File: src/rtl/ahts_params.svh
// offsets, field positions and reset values of the host transfer status bank
`ifndef AHTS_PARAMS_SVH
`define AHTS_PARAMS_SVH
`define AHTS_OFF_START_MATCH 8'hcd
`define AHTS_OFF_TASK_MIRROR 8'hce
`define AHTS_OFF_FIFO_LEVEL 8'hcf
`define AHTS_OFF_XFER_LOW 8'hd0
`define AHTS_OFF_XFER_HIGH 8'hd1
`define AHTS_OFF_CHECK_SIZE 8'hd2
`define AHTS_OFF_CHECK_PROG 8'hd3
`define AHTS_OFF_CARD_OPTION 8'he0
`define AHTS_BIT_DMA_SEEN 6
`define AHTS_BIT_HEAD_LIMIT 5
`define AHTS_BIT_SECTOR_LIMIT 4
`define AHTS_BIT_DRVHD_MATCH 2
`define AHTS_BIT_CYL_MATCH 1
`define AHTS_BIT_SEC_MATCH 0
`define AHTS_BIT_NINTH 3
`define AHTS_BIT_TF_DRQ 3
`define AHTS_BIT_TF_BUSY 7
`define AHTS_BIT_DRIVE_SEL 4
`define AHTS_FIFO_FULL 6'h20
`define AHTS_FIFO_RESET 6'h00
`define AHTS_RESET_BYTE 8'h00
`endif

File: src/rtl/ahts_pkg.sv
// types shared by the host transfer status bank
package ahts_pkg;
    typedef enum logic [3:0] {
        AHTS_MODE_MEMORY, AHTS_MODE_BLOCK_IO, AHTS_MODE_PRIMARY_IO, AHTS_MODE_SECONDARY_IO,
        AHTS_MODE_PRIMARY_FLOPPY, AHTS_MODE_SECONDARY_FLOPPY, AHTS_MODE_RESERVED
    } ahts_mode_e;
    typedef struct packed {
        logic [7:0] sector_number;
        logic [7:0] cylinder_low;
        logic [7:0] cylinder_high;
        logic [7:0] drive_head;
    } ahts_addr_s;
    typedef struct packed {
        logic card_soft_reset;
        logic level_irq_select;
        logic option_spare_bit;
        logic [3:0] access_mode_index;
    } ahts_option_s;
endpackage

File: src/rtl/ahts_mode_decode.sv
// decode of the card access-mode index
`timescale 1ns/100ps
module ahts_mode_decode (
    // index in
    input wire logic [3:0] access_mode_index,
    // decoded mode
    output ahts_pkg::ahts_mode_e access_mode
);
    // indexes 0..5 map one to one, the rest reserved
    assign access_mode = (access_mode_index <= 4'h5) ?
        ahts_pkg::ahts_mode_e'(access_mode_index) : ahts_pkg::AHTS_MODE_RESERVED;
endmodule

File: src/rtl/ahts_status_bank.sv
// host transfer status register bank for local firmware
`timescale 1ns/100ps
`include "ahts_params.svh"
module ahts_status_bank (
    // clock and reset
    input wire logic clk,
    input wire logic reset,
    // firmware register port
    input wire logic [7:0] reg_addr,
    input wire logic [7:0] reg_wdata,
    input wire logic reg_write,
    input wire logic reg_read,
    output logic [7:0] reg_rdata,
    // task file and start registers
    input wire ahts_pkg::ahts_addr_s start_regs,
    input wire ahts_pkg::ahts_addr_s taskfile_regs,
    input wire logic [3:0] head_limit_field,
    input wire logic [7:0] sector_limit_drive0,
    input wire logic [7:0] sector_limit_drive1,
    input wire logic [7:0] taskfile_status,
    input wire logic lba_command_active,
    // command decode
    input wire logic command_load,
    input wire logic command_is_dma,
    input wire logic command_for_this_drive,
    input wire logic long_command,
    // counters elsewhere
    input wire logic [7:0] host_timer_value,
    input wire logic [7:0] block_counter_value,
    input wire logic sector_count_load,
    input wire logic [7:0] sector_count_load_value,
    input wire logic sector_count_decrement,
    input wire logic [7:0] taskfile_sector_count,
    input wire logic request_gen_enable_view,
    // host fifo
    input wire logic fifo_reset_bit,
    input wire logic fifo_push,
    input wire logic fifo_pop,
    // transfer events
    input wire logic xfer_start,
    input wire logic [9:0] sector_size,
    input wire logic host_byte,
    input wire logic buffer_byte,
    input wire logic buffer_sector_done,
    // card option register image
    input wire ahts_pkg::ahts_option_s card_option,
    // derived outputs
    output logic transfer_done_irq_status,
    output ahts_pkg::ahts_mode_e access_mode
);
    logic dma_command_seen;
    logic sector_count_ninth_bit;
    logic sector_count_zero;
    logic [5:0] fifo_byte_level;
    logic [9:0] host_bytes_remaining;
    logic host_check_phase;
    logic host_side_done, buffer_side_done;
    logic host_check_done, buffer_check_done;
    logic sector_complete_status;
    logic [5:0] check_size;
    logic [5:0] check_progress;
    logic buffer_check_phase;
    logic [7:0] next_rdata;

    // continuous comparisons
    wire drive_select_bit = taskfile_regs.drive_head[`AHTS_BIT_DRIVE_SEL];
    wire [7:0] sector_limit = drive_select_bit ? sector_limit_drive1 : sector_limit_drive0;
    wire head_at_limit = start_regs.drive_head[3:0] == head_limit_field;
    wire sector_at_limit = start_regs.sector_number == sector_limit;
    wire start_drivehead_match = start_regs.drive_head == taskfile_regs.drive_head;
    wire start_cylinder_match = (start_regs.cylinder_low == taskfile_regs.cylinder_low) &&
        (start_regs.cylinder_high == taskfile_regs.cylinder_high);
    wire start_sector_match = start_regs.sector_number == taskfile_regs.sector_number;
    wire host_data_request_mirror = taskfile_status[`AHTS_BIT_TF_DRQ];
    wire host_busy_mirror = taskfile_status[`AHTS_BIT_TF_BUSY];
    wire host_timer_zero = host_timer_value == 8'h00;
    wire block_counter_zero = block_counter_value == 8'h00;
    wire any_check_phase = host_check_phase | buffer_check_phase;
    wire new_command = command_load & command_for_this_drive;

    // register write decode
    wire wr_mirror = reg_write && reg_addr == `AHTS_OFF_TASK_MIRROR;
    wire wr_check_size = reg_write && reg_addr == `AHTS_OFF_CHECK_SIZE;
    wire ninth_clear_ok = wr_mirror && !reg_wdata[`AHTS_BIT_NINTH] && host_busy_mirror;

    // transfer counter events
    wire host_count_last = host_byte && host_bytes_remaining == 10'h001;
    wire data_boundary = host_count_last && !host_check_phase;
    wire check_boundary = host_count_last && host_check_phase;
    wire enter_check = data_boundary && long_command && check_size != 6'h00;
    wire buffer_check_last = buffer_byte && buffer_check_phase &&
        check_progress == check_size - 6'h01;

    // fifo level with next value
    logic [5:0] next_fifo_level;
    always_comb begin
        next_fifo_level = fifo_byte_level;
        if (fifo_push && !fifo_pop && fifo_byte_level != `AHTS_FIFO_FULL) begin
            next_fifo_level = fifo_byte_level + 6'h01;
        end else if (fifo_pop && !fifo_push && fifo_byte_level != 6'h00) begin
            next_fifo_level = fifo_byte_level - 6'h01;
        end
        if (fifo_reset_bit) begin
            next_fifo_level = `AHTS_FIFO_RESET;
        end
    end

    // fifo occupancy counter
    always_ff @(posedge clk) begin
        if (reset) begin
            fifo_byte_level <= 6'h00;
        end else begin
            fifo_byte_level <= next_fifo_level;
        end
    end

    // dma command flag, updated on every valid command
    always_ff @(posedge clk) begin
        if (reset) begin
            dma_command_seen <= 1'b0;
        end else if (new_command) begin
            dma_command_seen <= command_is_dma;
        end
    end

    // ninth sector count bit, set wins over clear
    always_ff @(posedge clk) begin
        if (reset) begin
            sector_count_ninth_bit <= 1'b0;
        end else if (sector_count_load && sector_count_load_value == 8'h00) begin
            sector_count_ninth_bit <= 1'b1;
        end else if (sector_count_decrement || ninth_clear_ok) begin
            sector_count_ninth_bit <= 1'b0;
        end
    end

    // count zero flag, the one-to-zero step wins over a load
    always_ff @(posedge clk) begin
        if (reset) begin
            sector_count_zero <= 1'b0;
        end else if (sector_count_decrement && taskfile_sector_count == 8'h01) begin
            sector_count_zero <= 1'b1;
        end else if (sector_count_load) begin
            sector_count_zero <= 1'b0;
        end
    end

    // host transfer counter and check phase
    always_ff @(posedge clk) begin
        if (reset) begin
            host_bytes_remaining <= 10'h000;
            host_check_phase <= 1'b0;
        end else if (xfer_start) begin
            host_bytes_remaining <= sector_size;
            host_check_phase <= 1'b0;
        end else if (enter_check) begin
            host_bytes_remaining <= {4'h0, check_size};
            host_check_phase <= 1'b1;
        end else if (host_byte && host_bytes_remaining != 10'h000) begin
            host_bytes_remaining <= host_bytes_remaining - 10'h001;
            if (check_boundary) begin
                host_check_phase <= 1'b0;
            end
        end
    end

    // programmable check size
    always_ff @(posedge clk) begin
        if (reset) begin
            check_size <= 6'h00;
        end else if (wr_check_size) begin
            check_size <= reg_wdata[5:0];
        end
    end

    // buffer side check counter
    always_ff @(posedge clk) begin
        if (reset) begin
            check_progress <= 6'h00;
            buffer_check_phase <= 1'b0;
        end else if (xfer_start) begin
            check_progress <= check_size;
            buffer_check_phase <= 1'b0;
        end else if (buffer_sector_done && long_command && check_size != 6'h00) begin
            check_progress <= 6'h00;
            buffer_check_phase <= 1'b1;
        end else if (buffer_byte && buffer_check_phase) begin
            check_progress <= check_progress + 6'h01;
            if (buffer_check_last) begin
                buffer_check_phase <= 1'b0;
            end
        end
    end

    // done flags; a setting event wins over the clear
    always_ff @(posedge clk) begin
        if (reset) begin
            host_side_done <= 1'b0;
            buffer_side_done <= 1'b0;
            sector_complete_status <= 1'b0;
            host_check_done <= 1'b0;
            buffer_check_done <= 1'b0;
        end else begin
            host_side_done <= data_boundary ||
                (host_side_done && !xfer_start && !new_command);
            buffer_side_done <= buffer_sector_done ||
                (buffer_side_done && !xfer_start && !new_command);
            sector_complete_status <= data_boundary ||
                (sector_complete_status && !xfer_start && !new_command);
            host_check_done <= check_boundary ||
                (host_check_done && !xfer_start && !new_command);
            buffer_check_done <= buffer_check_last ||
                (buffer_check_done && !new_command);
        end
    end

    assign transfer_done_irq_status = sector_complete_status;

    // access mode decode
    ahts_mode_decode u_mode (
        .access_mode_index(card_option.access_mode_index),
        .access_mode(access_mode)
    );

    // read data selection
    always_comb begin
        case (reg_addr)
            `AHTS_OFF_START_MATCH: next_rdata = {1'b0, dma_command_seen, head_at_limit,
                sector_at_limit, 1'b0, start_drivehead_match, start_cylinder_match,
                start_sector_match};
            `AHTS_OFF_TASK_MIRROR: next_rdata = {host_data_request_mirror, host_busy_mirror,
                host_timer_zero, 1'b0, sector_count_ninth_bit, sector_count_zero,
                block_counter_zero, request_gen_enable_view};
            `AHTS_OFF_FIFO_LEVEL: next_rdata = {2'b00, fifo_byte_level};
            `AHTS_OFF_XFER_LOW: next_rdata = host_bytes_remaining[7:0];
            `AHTS_OFF_XFER_HIGH: next_rdata = {host_check_phase, host_side_done,
                buffer_side_done, host_check_done, buffer_check_done, sector_complete_status,
                host_bytes_remaining[9:8]};
            `AHTS_OFF_CHECK_SIZE: next_rdata = {2'b00, check_size};
            `AHTS_OFF_CHECK_PROG: next_rdata = {any_check_phase, 1'b0, check_progress};
            `AHTS_OFF_CARD_OPTION: next_rdata = {card_option.card_soft_reset,
                card_option.level_irq_select, 1'b0, card_option.option_spare_bit,
                card_option.access_mode_index};
            default: next_rdata = 8'h00;
        endcase
    end

    // read data register, valid the cycle after the strobe
    always_ff @(posedge clk) begin
        if (reset) begin
            reg_rdata <= `AHTS_RESET_BYTE;
        end else begin
            reg_rdata <= reg_read ? next_rdata : 8'h00;
        end
    end

    // checks
    fifo_bound_a: assert property (@(posedge clk) disable iff (reset)
        fifo_byte_level <= `AHTS_FIFO_FULL) else $error("fifo level over full");
    fifo_reset_a: assert property (@(posedge clk) disable iff (reset)
        fifo_reset_bit |=> fifo_byte_level == 6'h00) else $error("fifo not reset");
    dma_flag_a: assert property (@(posedge clk) disable iff (reset)
        new_command |=> dma_command_seen == $past(command_is_dma)) else $error("dma flag");
    ninth_set_a: assert property (@(posedge clk) disable iff (reset)
        sector_count_load && sector_count_load_value == 8'h00 |=> sector_count_ninth_bit)
        else $error("ninth bit not set");
    ninth_guard_a: assert property (@(posedge clk) disable iff (reset)
        sector_count_ninth_bit && wr_mirror && !host_busy_mirror && !sector_count_decrement
        |=> sector_count_ninth_bit) else $error("ninth cleared while idle");
    count_zero_a: assert property (@(posedge clk) disable iff (reset)
        sector_count_load && !sector_count_decrement |=> !sector_count_zero)
        else $error("count zero kept");
    count_set_a: assert property (@(posedge clk) disable iff (reset)
        sector_count_decrement && taskfile_sector_count == 8'h01 |=> sector_count_zero)
        else $error("count zero missed");
    ninth_clear_a: assert property (@(posedge clk) disable iff (reset)
        ninth_clear_ok && !sector_count_load |=> !sector_count_ninth_bit)
        else $error("ninth bit not cleared");
    ninth_decr_a: assert property (@(posedge clk) disable iff (reset)
        sector_count_decrement && !sector_count_load |=> !sector_count_ninth_bit)
        else $error("ninth kept on decrement");
    host_done_a: assert property (@(posedge clk) disable iff (reset)
        data_boundary |=> host_side_done && sector_complete_status)
        else $error("host done missed");
    buffer_done_a: assert property (@(posedge clk) disable iff (reset)
        buffer_sector_done |=> buffer_side_done)
        else $error("buffer done missed");
    start_clear_a: assert property (@(posedge clk) disable iff (reset)
        xfer_start && !data_boundary && !buffer_sector_done |=> !host_side_done &&
        !buffer_side_done) else $error("done kept at start");
    buffer_check_a: assert property (@(posedge clk) disable iff (reset)
        buffer_check_last |=> buffer_check_done && !buffer_check_phase)
        else $error("buffer check done missed");
    progress_load_a: assert property (@(posedge clk) disable iff (reset)
        xfer_start |=> check_progress == $past(check_size) && !any_check_phase)
        else $error("progress not loaded");
    xfer_load_a: assert property (@(posedge clk) disable iff (reset)
        xfer_start |=> host_bytes_remaining == $past(sector_size) && !host_check_phase)
        else $error("counter not loaded");
    check_enter_a: assert property (@(posedge clk) disable iff (reset)
        enter_check && !xfer_start |=> host_check_phase && host_side_done)
        else $error("check phase missed");
    done_clear_a: assert property (@(posedge clk) disable iff (reset)
        new_command && !data_boundary |=> !host_side_done && !sector_complete_status)
        else $error("done not cleared");
    check_done_a: assert property (@(posedge clk) disable iff (reset)
        check_boundary |=> host_check_done) else $error("check done missed");
    read_data_a: assert property (@(posedge clk) disable iff (reset)
        reg_read && reg_addr == `AHTS_OFF_CHECK_SIZE |=> reg_rdata == {2'b00, $past(check_size)})
        else $error("size readback");
    cover_check_c: cover property (@(posedge clk) disable iff (reset) enter_check);
    cover_done_c: cover property (@(posedge clk) disable iff (reset) buffer_check_last);
    cover_full_c: cover property (@(posedge clk) disable iff (reset)
        fifo_byte_level == `AHTS_FIFO_FULL);
    cover_ninth_c: cover property (@(posedge clk) disable iff (reset) ninth_clear_ok);
    cover_mode_c: cover property (@(posedge clk) disable iff (reset)
        access_mode == ahts_pkg::AHTS_MODE_SECONDARY_FLOPPY);
endmodule

File: config.mk
export PLATFORM = sky130hd
export DESIGN_NAME = ahts_status_bank
export DESIGN_NICKNAME = d
export VERILOG_FILES = /design/src/rtl/ahts_pkg.sv /design/src/rtl/ahts_mode_decode.sv /design/src/rtl/ahts_status_bank.sv
export VERILOG_INCLUDE_DIRS = /design/src /design/src/rtl
export SDC_FILE = /design/constraint.sdc
export NUM_CORES = 1
export LEC_CHECK = 0
export ABC_AREA = 1
export BUFFER_PORTS_ARGS = -buffer_cell sky130_fd_sc_hd__buf_2
export CAP_MARGIN = 20
export CORE_UTILIZATION = 40
export CTS_CLUSTER_DIAMETER = 120
export DETAILED_ROUTE_END_ITERATION = 8
export GPL_TIMING_DRIVEN = 0
export PLACE_DENSITY = 0.71
export SYNTH_ARGS = -nofsm -noshare
export SYNTH_HDL_FRONTEND = slang
export SYNTH_SLANG_ARGS = --single-unit
export TNS_END_PERCENT = 50
File: constraint.sdc
create_clock -name clk -period 2.3 [get_ports clk]
set_input_delay 0.23 -clock clk [delete_from_list [all_inputs] [get_ports clk]]
set_output_delay 0.23 -clock clk [all_outputs]
set_load 0.01 [all_outputs]
==> impl_metrics.json, run 1 <==
{
  "critical_path.top_delay_family": "compound AO/OA/AOI/OAI gates",
  "final_cell_mix": "178 x buf_2, 134 x nand2_1, 72 x inv_1",
  "synth_largest_type_area_fraction_pct": 24.0,
  "synth.area.top_cells": "dfxtp_1 24%, nand2_1 13%, inv_1 7.0%",
  "regToRegSetupSlack_ns": 0.22,
  "worstPathBufferInverterCount": 1,
  "die_w_um": 100,
  "dpl-instance-area_sq_um": 4890,
  "die_y_um": 100,
  "worst_flop_to_flop_path_startpoint": "fifo_byte_level[2]$_SDFFE_PP0P_",
  "seq_cells_post_synth": 46,
  "max-clock-path-buffers": 2,
  "final.min_clock_period_ns": 2.08,
  "worst_setup_path_start_kind": "register",
  "synthArstFlopShare_pct": 0,
  "max_slew.worst_pin.slew_ns": 0.587,
  "first_iter_violations": 286,
  "timing.final.max_slew_violations": 0,
  "synth_edf_count": 0,
  "syn-num-nets": 793,
  "use_met2_pct": 44.8,
  "num_rows": 35,
  "finalNonFillerCells": 921,
  "clock-root-buffer": "clkbuf_8",
  "status": "complete, no violations",
  "vias": 4699,
  "largest_fanout_on_the_critical_path": 5,
  "critical_path.max_stage_delay_ns": 0.36,
  "clock_sink_count": 46,
  "antenna_cells_inserted": 0,
  "grt_start_max_net_pins": 14,
  "critical_path.endpoint_type": "register",
  "critical_path_class": "register to register",
  "fmax_ghz": 0.481,
  "layout_area_growth_over_synthesis_pct": 29.9,
  "timing_hold_violations_final": 0,
  "critical_path.slowest_cell": "dfxtp_1",
  "synth_cell_type_count": 40,
  "timing.critical_path.cells": "nor2_1 > nand3_1 > o211ai_1 > buf_4 > ha_1 > a21oi_1 > o211ai_1 > nand2b_1 > a21oi_1 > nor2_1",
  "route.detailed.vias_per_inst": 5.10,
  "wire_per_inst_um": 13.5,
  "placeable_core_area_sq_um": 9280,
  "drv_cap": 0,
  "worst_ep_arrival_time_ns": 2.28,
  "h_tree_depth_reported_by_cts": 2,
  "synth.cell_area_sq_um": 3840,
  "p_leak_nw": 2.49,
  "cts_inserted_buffers": 5,
  "regToRegEndpoint": "fifo_byte_level[5]$_SDFFE_PP0P_",
  "final.setup.tns_ns": 0,
  "post_cts_hold_buffer_count": 0,
  "setup_repair_after_global_routing_missed_its_margin": "false",
  "grt.overflow.total": 0,
  "gr-usage-met1_pct": 29.4,
  "clk_transition_reported_paths_ns": 0.09,
  "dp.final_hpwl_um": 10300,
  "grt.total_usage_pct": 24.6,
  "crit_cells": 10,
  "firstDrtPassIters": 5,
  "drcViolationCount": 0,
  "relSlewSlack_pct": 60.9,
  "crit_path_capture": "fifo_byte_level[5]$_SDFFE_PP0P_",
  "synth.yosys.seq_area_share_pct": 24.0,
  "yosys.area.top_type": "dfxtp_1",
  "design_area_sq_um": 4990,
  "grt_first_pass_wirelength_um": 19500,
  "tritoncts": "done",
  "cells_after_synth": 606,
  "setup_viols_final": 0,
  "grt_antenna_before_repair": 0,
  "final_nets": 978,
  "floorplan.io_pins": 189,
  "die-area_sq_um": 10000,
  "layout-drive-gt1-share_pct": 28.4,
  "worstHoldPathType": "input port to register",
  "share_of_the_clock_period_used_by_the_worst_path_pct": 90.4,
  "grt_pass1_vias": 4334,
  "start_util_pct": 41.4,
  "grt_use_met3_pct": 3.83,
  "place_ws_ns": -0.0136,
  "final_wl_um": 12500,
  "gp_congestion": 0.945,
  "rr_worst_depth": 10,
  "power.ir.vdd_worst_v": 0.000254,
  "ys_flop_type": "dfxtp_1",
  "synth.avg_cell_area_sq_um": 6.34,
  "power.density_nw_per_um2": 410,
  "worst_skew_pair.late_latency_ns": 0.30,
  "placed_cells": 911,
  "synth.yosys.warnings": 0,
  "worst-endpoint-required_ns": 2.50,
  "global_route.peak_usage_layer": "met2",
  "port-buffer-count": 176,
  "finClkSkew_ns": 0.00647,
  "setup.worst_path.start": "fifo_byte_level[2]$_SDFFE_PP0P_",
  "drt.antenna.violating_nets": 0,
  "final.setup.worst_slack_ns": 0.222,
  "totalPowerFinal_w": 0.00205,
  "final_common_cell": "buf_2"
}
-- state kept, by name (all words and copies together) (netlist names) --
| register | cells |
|---|---|
| buffer_check_done | 1 |
| host_side_done | 1 |
| sector_count_zero | 1 |
| transfer_done_irq_status | 1 |
| buffer_side_done | 1 |
| check_progress | 6 |
| fifo_byte_level | 6 |
| reg_rdata | 8 |
| host_check_phase | 1 |
| sector_count_ninth_bit | 1 |
| host_check_done | 1 |
| check_size | 6 |
| host_bytes_remaining | 10 |
| dma_command_seen | 1 |
| buffer_check_phase | 1 |
-- how the worst min path moves through the flow --
stage | depth (start not counted) | end | startpoint | slack [ns]
floorplan | 2 | buffer_side_done$_SDFF_PP0_ | buffer_sector_done | 0.35
global placement | 2 | host_side_done$_SDFF_PP0_ | host_side_done$_SDFF_PP0_ | 0.46
detailed placement | 2 | buffer_check_done$_SDFF_PP0_ | buffer_check_done$_SDFF_PP0_ | 0.46
CTS | 3 | host_bytes_remaining[9]$_SDFFE_PP0P_ | sector_size[9] | 0.18
global route | 3 | check_size[4]$_SDFFE_PP0P_ | reg_wdata[4] | 0.19
finish | 3 | host_bytes_remaining[9]$_SDFFE_PP0P_ | sector_size[9] | 0.18
-- metal layers --
layer  wire length (um)  share of wire (%)  vias to the layer above
met3                952                7.6                       26
met4                280                2.2                        0
met5                  0                  0                        -
met2               6100                 49                      212
met1               5120                 41                     2118
li1                   -                  -                     2343
-- final cells by class --
type                       instances  area (sq um)
sequential                        46           922
fill                             964          4290
tap                              129           161
clock buffer                       7          86.3
timing repair buffer             178           896
multi-input combinational        470          2560
clock inverter                     1          5.00
buffer                            13          72.6
inverter                          77           289
-- Yosys cell counts, types with 3 or more instances --
cell and n:
nand4_1 11, xnor2_1 29, o22ai_1 5, o211ai_1 9, nor2_1 64, clkbuf_1 5
or2_2 5, nand2_2 4, nand3_1 39, a21oi_1 41, a21oi_2 3, ha_1 10
o21ai_1 9, nor3_1 13, nand2_1 134, inv_2 5, o21ai_0 38, nand3b_1 3
xor2_1 27, nor4_1 3, dfxtp_1 46, nor2_2 7, inv_1 72
-- worst reg2reg max path: stages, from the launching register on --
cell and delay [ns]:
dfxtp_1 0.36, nor2_1 0.11, nand3_1 0.10, o211ai_1 0.24
buf_4 0.17, ha_1 0.28, a21oi_1 0.21, o211ai_1 0.13
nand2b_1 0.18, a21oi_1 0.14, nor2_1 0.06
-- repair_timing --
| action | in CTS | in global routing |
|---|---|---|
| cloned | 0 | 0 |
| endpoints found under the setup margin | 1 | 1 |
| gates resized for setup | 0 | 1 |
| buffers inserted | 2 | 0 |
| pin swaps | 1 | 0 |
-- metrics by stage --
step / util [%] / hold WS [ns]
floorplan: - / 0.347
global placement: 52.6 / 0.458
detailed placement: 52.6 / 0.464
CTS: 53.8 / 0.181
global route: 53.8 / 0.189
finish: 53.8 / 0.182
-- report_power, final --
part           leakage [nW]  internal, W  switching [W]  total [W]
sequential            0.375     0.000830      0.0000534   0.000883
clock                0.0482     0.000243       0.000274   0.000517
combinational          2.06     0.000298       0.000348   0.000646
total                  2.49      0.00137       0.000675    0.00205
-- cells by family (layout without fill, tap and decap cells) --
logic type / count (synthesis) / in the layout / share of synthesized area (%)
simple gates: 293 / 293 / 34.5
buf+inv: 90 / 276 / 9.40
compound gates: 109 / 109 / 15.6
other cells: 1 / 1 / 0.0975
flops: 46 / 46 / 24.0
xor+xnor: 56 / 56 / 12.8
fa+ha+maj: 11 / 11 / 3.77
Note: power is estimated with default switching activity, not from simulation.
==> inputs of run 2 (changes only) <==
- ABC_AREA: 1 -> default
- HOLD_SLACK_MARGIN: default -> 0.15
- PLACE_DENSITY: 0.71 -> 0.72
==> impl_metrics.json, run 2 <==
{
  "drt.antenna.violating_nets": 0,
  "share_of_the_clock_period_used_by_the_worst_path_pct": 107,
  "worstHoldPathType": "input port to register",
  "max-clock-path-buffers": 2,
  "firstDrtPassIters": 5,
  "clk_transition_reported_paths_ns": 0.08,
  "flip_flop_count_of_the_largest_register_after_layout": 10,
  "yosys.area.top_type": "dfxtp_1",
  "die_w_um": 97.4,
  "setup.worst_path.start": "fifo_byte_level[2]$_SDFFE_PP0P_",
  "critical_path.endpoint_type": "register",
  "h_tree_depth_reported_by_cts": 2,
  "seq_cells_post_synth": 46,
  "placed_cells": 727,
  "yosysMostFrequentCell": "dfxtp_1",
  "regToRegEndpoint": "fifo_byte_level[5]$_SDFFE_PP0P_",
  "worst_setup_path_start_kind": "register",
  "largestRegisters": "host_bytes_remaining x10, reg_rdata x8",
  "power.density_nw_per_um2": 434,
  "rr_worst_depth": 8,
  "synth_largest_type_area_fraction_pct": 25.3,
  "timing.final.max_slew_violations": 0,
  "synth.yosys.warnings": 0,
  "max_slew.worst_pin.slew_ns": 0.912,
  "die_y_um": 97.4,
  "synth.area.top_cells": "dfxtp_1 25%, xor2_1 8.7%, xnor2_1 6.3%",
  "cts_inserted_buffers": 5,
  "port-buffer-count": 176,
  "synth.yosys.seq_area_share_pct": 25.3,
  "grt_first_pass_wirelength_um": 20900,
  "fill_cell_instance_count_of_the_final_layout": 824,
  "final_cell_mix": "178 x buf_2, 43 x dfxtp_1, 36 x xor2_1",
  "worst_hold_path.num_cells": 3,
  "synth.area.mux_share_pct": 6.36,
  "die-area_sq_um": 9480,
  "route.detailed.vias_per_inst": 5.84,
  "grt_start_max_net_pins": 14,
  "layout-drive-gt1-share_pct": 34.6,
  "synthArstFlopShare_pct": 0,
  "fin_hold_ws_ns": 0.151,
  "grt.total_usage_pct": 27.3,
  "tritoncts": "done",
  "placeable_core_area_sq_um": 8760,
  "grt_antenna_before_repair": 0,
  "finClkSkew_ns": 0.0112,
  "final.min_clock_period_ns": 2.46,
  "first_iter_violations": 277,
  "regToRegSetupSlack_ns": -0.16,
  "synth_compound_area_share_pct": 21.0,
  "final_common_cell": "buf_2",
  "final_wl_um": 13100,
  "worst_ep_arrival_time_ns": 2.62,
  "synth.avg_cell_area_sq_um": 8.23,
  "setup_viols_final": 2,
  "grt_pass1_vias": 4222,
  "layout_area_growth_over_synthesis_pct": 35.5,
  "syn-num-nets": 629,
  "floorplan.io_pins": 189,
  "antenna_cells_inserted": 0,
  "synth_edf_count": 0,
  "vias": 4325,
  "cells_after_synth": 442,
  "final_nets": 819,
  "synthTopCellsByCount": "46 x dfxtp_1, 36 x xor2_1, 31 x nand2_1, 26 x nor2_1, 26 x xnor2_1",
  "drcViolationCount": 0,
  "num_rows": 34,
  "clock-root-buffer": "clkbuf_8",
  "dp.final_hpwl_um": 10400,
  "worst_flop_to_flop_path_startpoint": "fifo_byte_level[2]$_SDFFE_PP0P_",
  "synth_top_family_by_area": "simple AND/OR/NAND/NOR gates",
  "drv_cap": 0,
  "synth.cell_area_sq_um": 3640,
  "grt.overflow.total": 0,
  "post_synth_and_or_nand_nor_area_fraction_pct": 24.4,
  "relSlewSlack_pct": 38.7,
  "p_leak_nw": 2.15,
  "ys_flop_type": "dfxtp_1",
  "critical_path_class": "register to register",
  "fmax_ghz": 0.407,
  "whs_endpoint": "check_size[4]$_SDFFE_PP0P_",
  "worstHoldStart": "reg_wdata[4]",
  "finalNonFillerCells": 741,
  "violated_checks": "negative setup slack",
  "largest_fanout_on_the_critical_path": 6,
  "worst-endpoint-required_ns": 2.47,
  "final.setup.worst_slack_ns": -0.157,
  "clock_sink_count": 46,
  "wire_per_inst_um": 17.7,
  "max_flop_register": "host_bytes_remaining",
  "post_synthesis_share_of_cell_area_spent_on_full_adders_half_adders_and_majority_gates_pct": 3.99,
  "power.ir.vdd_worst_v": 0.000226,
  "timing_hold_violations_final": 0,
  "totalPowerFinal_w": 0.00214,
  "worst_skew_pair.late_latency_ns": 0.31,
  "start_util_pct": 41.5,
  "final.setup.tns_ns": -0.180,
  "status": "finished with violations",
  "post_cts_hold_buffer_count": 0,
  "synth_cell_type_count": 64,
  "setup_repair_after_global_routing_missed_its_margin": "true",
  "gp_congestion": 0.965,
  "synthXorXnorAreaFrac_pct": 14.9
}
==> run 2: cell count changes in the layout (fill, tap and decap cells not counted), moves of 13 or more <==
| cell | before | now |
|---|---|---|
| nand3_1 | 39 | 11 |
| nand2_1 | 134 | 31 |
| inv_1 | 72 | 16 |
| o21ai_0 | 38 | 16 |
| a21oi_1 | 41 | 18 |
| mux2i_1 | 0 | 22 |
| nor2_1 | 64 | 26 |
| nor4_1 | 3 | 16 |
==> run 2: metal layers <==
| layer | routed length (um) | GRT usage, % |
|---|---|---|
| met4 | 309 | 8.14 |
| met2 | 5900 | 42.0 |
| met5 | 0 | 0 |
| met3 | 1180 | 6.69 |
| met1 | 5720 | 37.7 |
==> run 2: layout make-up <==
class | count | area [sq um] | share of cell area, %
flip-flops and latches | 46 | 927 | 18.8
inverters | 16 | 60.1 | 1.22
clock buffers | 7 | 76.3 | 1.55
repair buffers | 184 | 947 | 19.2
clock inverters | 1 | 30.0 | 0.609
well taps | 108 | 135 | 2.74
multi-input cells | 360 | 2670 | 54.2
plain buffers | 19 | 82.6 | 1.68
==> run 2: critical path: stages, from the launching register on <==
cell	delay (ns)
dfxtp_4	0.37
or4_4	0.56
o31ai_4	0.19
buf_6	0.17
ha_1	0.27
or2_4	0.27
a211o_1	0.30
o211ai_1	0.09
a311oi_1	0.11
==> run 2: cell families (layout without fill, tap and decap cells) <==
logic type,after synthesis,count (layout)
other,1,1
multiplexers,23,23
flip-flops,46,46
XOR/XNOR,62,62
adder cells (fa/ha/maj),11,11
buffers and inverters,36,227
AND/OR/NAND/NOR,153,153
AO/OA/AOI/OAI,110,110
==> run 2: stage by stage <==
| stage | area (sq um) | util (%) | worst slack, ns |
|---|---|---|---|
| 3_3_place_gp | 4680 | 53.4 | -0.322 |
| 4_1_cts | 4840 | 55.2 | -0.153 |
| 6_report | 4930 | 56.2 | -0.157 |
| 2_1_floorplan | 3660 | - | -0.0884 |
| 3_5_place_dp | 4690 | 53.5 | -0.366 |
| 5_1_grt | 4930 | 56.2 | -0.228 |
==> run 2: repair_timing <==
action | CTS | global route
gates resized for setup | 8 | 14
pin swaps | 1 | 7
buffers inserted | 1 | 6
endpoints found under the setup margin | 12 | 16
==> run 2: worst max path at each step <==
| stage | depth (start not counted) | endpoint | slack, ns |
|---|---|---|---|
| finish | 8 | fifo_byte_level[5]$_SDFFE_PP0P_ | -0.16 |
| global route | 9 | fifo_byte_level[5]$_SDFFE_PP0P_ | -0.23 |
| CTS | 9 | fifo_byte_level[5]$_SDFFE_PP0P_ | -0.15 |
| detailed placement | 8 | fifo_byte_level[5]$_SDFFE_PP0P_ | -0.37 |
| global placement | 7 | sector_count_ninth_bit$_SDFFE_PP0P_ | -0.32 |
| floorplan | 8 | fifo_byte_level[5]$_SDFFE_PP0P_ | -0.09 |
==> run 2: where the power goes <==
group / internal, W / switching, W
clock: 0.000326 / 0.000286
sequential: 0.000824 / 0.0000528
combinational: 0.000321 / 0.000332
total: 0.00147 / 0.000671
==> inputs of run 3 (changes only) <==
- RECOVER_POWER: default -> 50
- SETUP_SLACK_MARGIN: default -> 0.02
==> impl_metrics.json, run 3 (synthesis gave the netlist of run 2 again) <==
{
  "die_y_um": 97.4,
  "timing.critical_path.cells": "or4_4 > o31ai_4 > buf_6 > ha_1 > or2_4 > a211o_1 > o211ai_1 > a311oi_1",
  "port-buffer-count": 176,
  "clock_sink_count": 46,
  "regToRegEndpoint": "fifo_byte_level[5]$_SDFFE_PP0P_",
  "final.setup.tns_ns": -0.446,
  "vias": 4345,
  "largest_fanout_on_the_critical_path": 6,
  "dpl-instance-area_sq_um": 4690,
  "layout_area_growth_over_synthesis_pct": 35.3,
  "first_iter_violations": 307,
  "worst-endpoint-required_ns": 2.46,
  "gp_congestion": 0.965,
  "drcViolationCount": 0,
  "final.min_clock_period_ns": 2.46,
  "floorplan.io_pins": 189,
  "totalPowerFinal_w": 0.00213,
  "max_slew.worst_pin.slew_ns": 0.881,
  "grt_pass1_vias": 4222,
  "final.setup.worst_slack_ns": -0.157,
  "critical_path.endpoint_type": "register",
  "power.density_nw_per_um2": 433,
  "critical_path.max_stage_delay_ns": 0.55,
  "antenna_cells_inserted": 0,
  "timing.final.max_slew_violations": 0,
  "setup_repair_after_global_routing_missed_its_margin": "true",
  "p_leak_nw": 2.10,
  "share_of_the_clock_period_used_by_the_worst_path_pct": 107,
  "largestRegisters": "host_bytes_remaining x10, reg_rdata x8",
  "final_common_cell": "buf_2",
  "route.detailed.vias_per_inst": 5.84,
  "post_cts_hold_buffer_count": 0,
  "rr_worst_depth": 8,
  "max_flop_register": "host_bytes_remaining",
  "tritoncts": "done",
  "worst_setup_path_start_kind": "register",
  "drt.antenna.violating_nets": 0,
  "num_rows": 34,
  "grt.overflow.total": 0,
  "clk_transition_reported_paths_ns": 0.09,
  "critical_path.slowest_cell": "or4_4",
  "violated_checks": "negative setup slack",
  "h_tree_depth_reported_by_cts": 2,
  "die-area_sq_um": 9480,
  "final_nets": 822,
  "grt_first_pass_wirelength_um": 20900,
  "critical_path_class": "register to register",
  "start_util_pct": 41.5,
  "setup_viols_final": 5,
  "final_cell_mix": "163 x buf_2, 43 x dfxtp_1, 36 x xor2_1",
  "final_wl_um": 13200,
  "timing_hold_violations_final": 0,
  "die_w_um": 97.4,
  "status": "finished with violations",
  "setup.worst_path.start": "fifo_byte_level[2]$_SDFFE_PP0P_",
  "relSlewSlack_pct": 40.8,
  "finClkSkew_ns": 0.0101,
  "layout-drive-gt1-share_pct": 32.4,
  "firstDrtPassIters": 5,
  "fin_hold_ws_ns": 0.154,
  "drv_cap": 0,
  "worst_skew_pair.late_latency_ns": 0.31,
  "design_area_sq_um": 4920,
  "max-clock-path-buffers": 2,
  "grt_start_max_net_pins": 14,
  "worst_ep_arrival_time_ns": 2.62,
  "crit_path_capture": "fifo_byte_level[5]$_SDFFE_PP0P_",
  "cts_inserted_buffers": 5,
  "power.ir.vdd_worst_v": 0.000234,
  "wire_per_inst_um": 17.7,
  "regToRegSetupSlack_ns": -0.16,
  "grt_antenna_before_repair": 0,
  "fill_cell_instance_count_of_the_final_layout": 832,
  "grt.total_usage_pct": 27.3,
  "worst_flop_to_flop_path_startpoint": "fifo_byte_level[2]$_SDFFE_PP0P_",
  "dp.final_hpwl_um": 10400,
  "fmax_ghz": 0.407,
  "flip_flop_count_of_the_largest_register_after_layout": 10,
  "clock-root-buffer": "clkbuf_8",
  "worstHoldPathType": "input port to register",
  "placeable_core_area_sq_um": 8760,
  "place_ws_ns": -0.366
}
[run 3: worst min path at each step]
stage,slack (ns),from,end,depth (start not counted)
floorplan,0.30,fifo_reset_bit,fifo_byte_level[5]$_SDFFE_PP0P_,1
global placement,0.46,reg_wdata[4],check_size[4]$_SDFFE_PP0P_,3
detailed placement,0.47,reg_wdata[4],check_size[4]$_SDFFE_PP0P_,3
CTS,0.15,reg_wdata[4],check_size[4]$_SDFFE_PP0P_,3
global route,0.17,fifo_reset_bit,fifo_byte_level[2]$_SDFFE_PP0P_,2
finish,0.15,card_option[6],reg_rdata[7]$_SDFF_PP0_,3
[run 3: per-layer routing]
metal | wire length (um) | global-route usage (%) | up-vias | share of wire [%]
li1 | - | - | 2050 | -
met1 | 5620 | 37.7 | 2018 | 43
met2 | 5910 | 42.0 | 235 | 45
met3 | 1270 | 6.69 | 42 | 9.6
met4 | 354 | 8.14 | 0 | 2.7
met5 | 0 | 0 | - | 0
[run 3: area by class of cell]
class / instances / area [sq um] / area share [%]
buffer: 19 / 81.3 / 1.65
clock buffer: 7 / 76.3 / 1.55
clock inverter: 1 / 30.0 / 0.610
inverter: 16 / 60.1 / 1.22
multi-input combinational: 360 / 2660 / 54.1
sequential: 46 / 927 / 18.8
tap: 108 / 135 / 2.75
timing repair buffer: 187 / 948 / 19.3
[run 3: critical path, delay by kind of cell (launching register included)]
family	cells	cell delay, ns
AOI/OAI and AO/OA	4	0.69
adders and majority gates	1	0.27
buffers and inverters	1	0.17
DFF	1	0.37
and+or+nand+nor	2	0.82
[run 3: what timing repair did]
action	CTS	global route
endpoints found under the setup margin	12	18
setup buffers	1	9
pin swaps	1	7
gates resized for setup	8	18
[run 3: through the flow]
stage / util [%] / cells
CTS: 55.2 / 736
finish: 56.2 / 744
detailed placement: 53.5 / 727
floorplan: - / 442
global route: 56.2 / 744
global placement: 53.4 / 726
[run 3: power breakdown]
part           internal (W)  leakage (nW)  total [W]  switching [W]
Sequential         0.000824         0.375   0.000873      0.0000495
Clock              0.000326        0.0524   0.000610       0.000284
Combinational      0.000316          1.67   0.000650       0.000335
Total               0.00147          2.10    0.00213       0.000668
